`src/verilog/cdr_config_regs.svh`:
```
// register offsets, field positions, reset values and tick counts of the recovery block
// assumes the serial port front end presents 7-bit register addresses
`ifndef CDR_CONFIG_REGS_SVH
`define CDR_CONFIG_REGS_SVH

`define ADDR_OSC_CAL_HIGH      7'h3a
`define ADDR_OSC_CAL_LOW       7'h3b
`define ADDR_RECOVERY_CTRL1    7'h3c
`define ADDR_RECOVERY_CTRL2    7'h3d

`define CTRL1_ENABLE_BIT       0
`define CTRL1_FILT_LSB         2
`define CTRL1_FILT_MSB         3
`define CTRL2_CLKSEL_LSB       0
`define CTRL2_CLKSEL_MSB       1

`define CTRL1_RESET            8'h04
`define CTRL2_RESET            8'h00
`define CAL_RESET              8'h00

// filter codes and time constants as right shifts (8, 16, 32)
`define FILT_TC8               2'h0
`define FILT_TC16              2'h1
`define FILT_TC32              2'h2
`define FILT_ADAPT             2'h3
`define SHIFT_TC8              3'h3
`define SHIFT_TC16             3'h4
`define SHIFT_TC32             3'h5

// clk counts as the 80 MHz reference step; selections divide by 1, 2, 4, 8
`define CLKSEL_DIV_MAX         3'h7
`define FRAC_BITS              5
`define SPACING_MAX            11'h7ff
`define MIN_BITS               4'h2
`define MAX_BITS               4'ha
`define ADAPT_FAST_MAX         4'h3
`define ADAPT_MID_MAX          4'h8

`endif

```
`src/verilog/cdr_config_pkg.sv`:
```
// types shared by the recovery configuration block
// assumes cdr_config_regs.svh is included by the design file
package cdr_config_pkg;

	typedef enum logic [1:0] {
		rec_idle,
		rec_wait_edge,
		rec_measure
	} rec_state_type;

	typedef struct packed {
		logic       enable;
		logic [1:0] filt;
		logic [1:0] clk_sel;
	} settings_type;

	typedef struct packed {
		settings_type  cfg;
		logic [7:0]    cal_high;
		logic [7:0]    cal_low;
		logic [7:0]    rdata;
		rec_state_type state;
		logic          active;
		logic [2:0]    div_cnt;
		logic          tick;
		logic [10:0]   spacing;
		logic [12:0]   estimate;
		logic [7:0]    bit_time;
		logic [2:0]    tc_shift;
		logic          updated;
		logic          rx_meta;
		logic          rx_sync;
		logic          rx_prev;
	} cdr_state_type;

endpackage

```
`src/verilog/wake_frame_cdr_config.sv`:
```
// recovery control and calibration registers plus the bit-time tracking loop
// assumes a serial port front end giving single-cycle read and write strobes,
// and bit-time/limit settings held by neighbouring registers on the same clock
`timescale 1ns/1ps
`include "cdr_config_regs.svh"

// Operation
// - The high calibration byte is read-only and follows the oscillator calibration result.
// - The low calibration byte is read-only, completes the result and clears on reset.
// - Filter code 00 gives time constant 8, 01 gives 16 and 10 gives 32.
// - The filter code resets to 01 so the first control register reads 0x04.
// - Filter code 11 adapts: 32 for 2-3 bit edge spacing, 16 for 4-8, 8 for 9-10.
// - Reserved bits of both control registers read as zero.
// - The clock select field picks 80, 40, 20 or 10 MHz for the recovery logic.
// - The recovered bit time is clamped between the upper and lower limits.
module wake_frame_cdr_config
	import cdr_config_pkg::*;
(
	// clock, reset, enable
	input  wire logic       clk,
	input  wire logic       resetn,
	input  wire logic       clk_en,
	input  wire logic       restart,
	// register port
	input  wire logic [6:0] reg_addr,
	input  wire logic       reg_wr,
	input  wire logic       reg_rd,
	input  wire logic [7:0] reg_wdata,
	output logic      [7:0] reg_rdata,
	// calibration result and timing settings
	input  wire logic [7:0] cal_high_in,
	input  wire logic [7:0] cal_low_in,
	input  wire logic [7:0] bit_time_length_value,
	input  wire logic [7:0] upper_bit_time_limit,
	input  wire logic [7:0] lower_bit_time_limit,
	// bus receive pin and recovery status
	input  wire logic       can_rx,
	output logic      [7:0] recovered_bit_time,
	output logic      [2:0] filter_shift,
	output logic            recovery_active
);

	cdr_state_type s;
	cdr_state_type next_s;

	// nearest whole bit count for a spacing, 0 when out of range
	function automatic logic [3:0] nearest_bits(input logic [15:0] span, input logic [12:0] est);
		logic [3:0]  k;
		logic [17:0] bound;
		k = 4'h0;
		for (int i = `MAX_BITS; i >= `MIN_BITS; i--) begin
			bound = 18'(i) * 18'(est) + 18'(est >> 1);
			if ({2'h0, span} < bound) begin
				k = 4'(i);
			end
		end
		if ({2'h0, span} < 18'(`MIN_BITS - 4'h1) * 18'(est) + 18'(est >> 1)) begin
			k = 4'h0;
		end
		return k;
	endfunction

	logic [15:0] span;
	logic [3:0]  bits;
	logic [15:0] per_bit;
	logic [15:0] diff;
	logic [12:0] filtered;
	logic [12:0] hi_fix;
	logic [12:0] lo_fix;
	logic [2:0]  use_shift;
	logic [2:0]  div_max;
	logic        fall;

	always_comb begin
		next_s = s;
		span = {s.spacing, 5'h00};
		bits = nearest_bits(span, s.estimate);
		per_bit = (bits == 4'h0) ? 16'h0000 : span / 16'(bits);
		hi_fix = {upper_bit_time_limit, 5'h00};
		lo_fix = {lower_bit_time_limit, 5'h00};
		fall = s.rx_prev && !s.rx_sync;
		case (s.cfg.filt)
			`FILT_TC8: use_shift = `SHIFT_TC8;
			`FILT_TC16: use_shift = `SHIFT_TC16;
			`FILT_TC32: use_shift = `SHIFT_TC32;
			default: begin
				if (bits <= `ADAPT_FAST_MAX) begin
					use_shift = `SHIFT_TC32;
				end else if (bits <= `ADAPT_MID_MAX) begin
					use_shift = `SHIFT_TC16;
				end else begin
					use_shift = `SHIFT_TC8;
				end
			end
		endcase
		diff = 16'(per_bit) - 16'(s.estimate);
		filtered = 13'(16'(s.estimate) + 16'($signed(diff) >>> use_shift));
		case (s.cfg.clk_sel)
			2'h0: div_max = 3'h0;
			2'h1: div_max = 3'h1;
			2'h2: div_max = 3'h3;
			default: div_max = `CLKSEL_DIV_MAX;
		endcase
		next_s.rx_meta = can_rx;
		next_s.rx_sync = s.rx_meta;
		next_s.rx_prev = s.rx_sync;
		next_s.cal_high = cal_high_in;
		next_s.cal_low = cal_low_in;
		next_s.updated = 1'b0;
		if (s.div_cnt >= div_max) begin
			next_s.div_cnt = 3'h0;
			next_s.tick = 1'b1;
		end else begin
			next_s.div_cnt = s.div_cnt + 3'h1;
			next_s.tick = 1'b0;
		end
		// writes only touch the control fields; calibration bytes ignore them
		if (reg_wr) begin
			case (reg_addr)
				`ADDR_RECOVERY_CTRL1: begin
					next_s.cfg.enable = reg_wdata[`CTRL1_ENABLE_BIT];
					next_s.cfg.filt = reg_wdata[`CTRL1_FILT_MSB:`CTRL1_FILT_LSB];
				end
				`ADDR_RECOVERY_CTRL2: next_s.cfg.clk_sel = reg_wdata[`CTRL2_CLKSEL_MSB:`CTRL2_CLKSEL_LSB];
				default: next_s.cfg = s.cfg;
			endcase
		end
		if (reg_rd) begin
			case (reg_addr)
				`ADDR_OSC_CAL_HIGH: next_s.rdata = s.cal_high;
				`ADDR_OSC_CAL_LOW: next_s.rdata = s.cal_low;
				`ADDR_RECOVERY_CTRL1: next_s.rdata = {4'h0, s.cfg.filt, 1'b0, s.cfg.enable};
				`ADDR_RECOVERY_CTRL2: next_s.rdata = {6'h00, s.cfg.clk_sel};
				default: next_s.rdata = 8'h00;
			endcase
		end
		case (s.state)
			rec_idle: begin
				next_s.estimate = {bit_time_length_value, 5'h00};
				next_s.spacing = 11'h000;
				if (s.cfg.enable) begin
					next_s.state = rec_wait_edge;
				end
			end
			rec_wait_edge: begin
				if (fall) begin
					// the edge cycle's tick opens the new interval, else one tick is lost
					next_s.spacing = {10'h000, s.tick};
					next_s.state = rec_measure;
				end
			end
			rec_measure: begin
				if (fall) begin
					next_s.spacing = {10'h000, s.tick};
					if (bits != 4'h0) begin
						next_s.tc_shift = use_shift;
						next_s.updated = 1'b1;
						if (filtered > hi_fix) begin
							next_s.estimate = hi_fix;
						end else if (filtered < lo_fix) begin
							next_s.estimate = lo_fix;
						end else begin
							next_s.estimate = filtered;
						end
						next_s.bit_time = next_s.estimate[12:`FRAC_BITS];
					end
				end else if (s.tick && s.spacing != `SPACING_MAX) begin
					next_s.spacing = s.spacing + 11'h001;
				end
			end
			default: next_s.state = rec_idle;
		endcase
		if (!s.cfg.enable) begin
			next_s.state = rec_idle;
		end
		if (restart) begin
			next_s.state = rec_idle;
			next_s.cfg = s.cfg;
		end
		// status kept in its own flop so the pin never shows decode glitches
		next_s.active = (next_s.state != rec_idle);
	end

	always_ff @(posedge clk) begin
		if (!resetn) begin
			s <= '{cfg: '{enable: 1'b0, filt: `FILT_TC16, clk_sel: 2'h0},
				cal_high: `CAL_RESET, cal_low: `CAL_RESET, rdata: 8'h00,
				state: rec_idle, active: 1'b0, div_cnt: 3'h0, tick: 1'b0, spacing: 11'h000,
				estimate: 13'h0000, bit_time: 8'h00, tc_shift: `SHIFT_TC16,
				updated: 1'b0, rx_meta: 1'b1, rx_sync: 1'b1, rx_prev: 1'b1};
		end else if (clk_en) begin
			s <= next_s;
		end
	end

	assign reg_rdata = s.rdata;
	assign recovered_bit_time = s.bit_time;
	assign filter_shift = s.tc_shift;
	assign recovery_active = s.active;
endmodule
```
`config.mk`:
```
export PLATFORM = sky130hd
export DESIGN_NAME = wake_frame_cdr_config
export DESIGN_NICKNAME = d
export VERILOG_FILES = /design/src/verilog/cdr_config_pkg.sv /design/src/verilog/wake_frame_cdr_config.sv
export VERILOG_INCLUDE_DIRS = /design/src /design/src/verilog
export SDC_FILE = /design/constraint.sdc
export NUM_CORES = 1
export LEC_CHECK = 0
export BUFFER_PORTS_ARGS = -buffer_cell sky130_fd_sc_hd__buf_2
export CORE_UTILIZATION = 66
export CTS_CLUSTER_SIZE = 16
export DETAILED_ROUTE_END_ITERATION = 10
export PLACE_DENSITY = 0.84
export SYNTH_ARGS = -nofsm -noshare
export SYNTH_HDL_FRONTEND = slang
export SYNTH_SLANG_ARGS = --single-unit
```
`constraint.sdc`:
```
create_clock -name clk -period 53.3 [get_ports clk]
set_input_delay 15.99 -clock clk [delete_from_list [all_inputs] [get_ports clk]]
set_output_delay 15.99 -clock clk [all_outputs]
set_load 0.01 [all_outputs]
```
==> results.toml <==
[worst_setup_path]
crit_arrival_ns = 48.34
critPathMaxFanout = 17
cp_slowest_stage_delay_ns = 0.93
r2r_cells = 195
worstSetupPathType = "reg2reg"
crit_slowest_cell = "a211oi_1"
reg2reg_from = "s[17]"
crit_path_start_kind = "register"
required_ns = 53.52
endpoint_kind = "register"
critPathLaunch = "s[17]"
timing.critical_path.mode_cell = "a21oi_1"

[cts]
clock_path_buffers = 2
path_clk_slew_ns = 0.06
ctsHoldBuffers = 0
clock_sinks = 74
htree_levels = 3
cts-root-buf = "clkbuf_16"
cts_buffers = 9
postCtsSetupBuffers = 0
cts_tree = "done"
clock_latency_ns = 0.33
cts_resized = 0

[routing]
dr_wl_met3_mm = 4.307
met1_length_mm = 23.82
detail-route-antenna-nets = 0
wl_per_cell_um = 19.16
routed_via_density = 6.535
route.met2.wl_mm = 26.91
drt-initial-drc-count = 1709
finalWirelength_mm = 57.80
drt_first_pass_iters = 8
top_layer = "met4"
vias = 19720
drc = 1

[sta]
setup_tns_ns = 0
rsz0062_at_grt = "false"
max_freq_ghz = 0.02078
maxSlewViolCount = 0
period_share_pct = 90.27
finClkSkew_ns = 0.005133
hold_viol_final = 0
maxSlewHeadroom_pct = 20.76
setup_viol = 0
tightest_slew_ns = 1.187
layout_min_cycle_time_ns = 48.12

[synth]
seq_area_frac_synth_pct = 7.296
syn_area_um2 = 20300
syn_area_per_cell_um2 = 7.818
synth-seq-cells = 74
synth-edff-count = 0
async_flop_share_pct = 0
synth_fp_nets = 3080
synth_cell_types = 122
ys.flop_type = "dfxtp_1"
yosysWarnings = 0
synthCells = 2597

[cells_and_area]
final_cell_mix = "ha_1 (351), inv_1 (207), a21oi_1 (204)"
drive_above_1_share_pct = 8.070
final_common_cell = "ha_1"
nets = 3106
area_growth_pct = 4.289
diodes = 0

[floorplanning]
dieArea_um2 = 31470
row_count = 63
pin_count = 82
start_util_pct = 67.78
die_h_um = 177.4
coreArea_um2 = 29950
die_w_um = 177.4

[placement]
dpl.hpwl_mm = 45.08
numPortBuffers = 77
gp_congestion = 0.9424

[run]
cap_violations = 0

[global_route]
grt_pass1_vias = 19200
antenna_found_initial = 0
track_usage_pct = 36.64
gr-total-overflow = 0
grt_max_degree = 66
grt_pass1_wl_mm = 93.52

[worst_hold_path]
hold_start = "filter_shift[2]"
holdPathStages = 2
hold_class = "reg2reg"

[status]
status = "complete, but fails checks"
violations = "design-rule violations"
-- routing by layer --
layer | global-route usage [%] | up-vias
met5 | 0 | -
met4 | 17.34 | 0
met3 | 4.092 | 186
met2 | 62.78 | 827
met1 | 45.68 | 9235
li1 | - | 9469
-- state kept, by name, indices dropped and copies added, names as in the netlist --
signal	flops
s	52
recovered_bit_time	8
reg_rdata	8
filter_shift	3
next_s	2
recovery_active	1
-- cell families after synthesis --
kind of cell             share of synthesized area, %
AO/OA/AOI/OAI                                   25.12
XOR/XNOR                                        7.968
adder cells (fa/ha/maj)                         28.68
buffers and inverters                           6.058
flip-flops                                      7.296
multiplexers                                    4.499
AND/OR/NAND/NOR                                 20.37
-- final timing paths --
kind	end	slack, ns
worst max-delay path	s[25]	5.18
worst min-delay path	filter_shift[2]	0.47
worst max register to register	s[25]	5.18
worst min register to register	filter_shift[2]	0.47
-- worst max-delay path: cells and delay by family (launching register included) --
family                   cells  cell delay, ns
AND/OR/NAND/NOR             53           12.55
adder cells (fa/ha/maj)     23            7.44
buffers and inverters       10            0.84
multiplexers                 8            2.37
XOR/XNOR                     4            0.77
AO/OA/AOI/OAI               97           23.08
flip-flops                   1            0.85
-- Yosys cell counts (all sizes together), types with 14 or more instances --
cell | count | area share [%]
o21ai | 141 | 3.5
nand2b | 53 | 1.6
a21boi | 19 | 0.70
nand3 | 73 | 1.8
a21oi | 208 | 5.2
or3 | 14 | 0.43
nand2 | 187 | 3.5
o211ai | 29 | 1.1
xnor2 | 128 | 5.6
clkbuf | 41 | 0.76
nand4 | 29 | 0.89
nor3 | 48 | 1.3
a21o | 70 | 2.6
o21a | 30 | 1.1
mux2 | 24 | 1.4
and2 | 19 | 0.61
fa | 70 | 6.9
o21bai | 33 | 1.2
a31oi | 25 | 0.80
ha | 351 | 22
nor2 | 186 | 3.5
dfxtp | 74 | 7.3
a211oi | 28 | 1.1
mux2i | 62 | 3.1
or2 | 14 | 0.43
xor2 | 52 | 2.2
buf | 41 | 1.4
inv | 207 | 3.8
and3 | 29 | 0.89
nor2b | 73 | 2.2
-- cell type report --
cell class              count  area, um^2
clock inverters             5       56.30
multi-input cells        2232       17600
repair buffers             97       535.5
fillers                  2469        8780
flip-flops and latches     74        1481
inverters                 209       784.5
clock buffers              10       229.0
well taps                 390       488.0
-- through the flow --
stage	utilization [%]	instances	hold WS, ns	setup slack [ns]	instance area (um^2)
3_3_place_gp	69.72	3002	0.4501	7.917	20890
6_report	70.69	3017	0.4685	5.184	21170
4_1_cts	70.68	3017	0.4692	6.186	21170
2_1_floorplan	-	2597	0.4413	15.14	20300
5_1_grt	70.69	3017	0.4807	1.458	21170
3_5_place_dp	69.72	3002	0.4596	6.358	20890
Power is left out: the tool's default activity adds up to more than one toggle a clock period on the data nets, which glitch-free logic cannot reach.
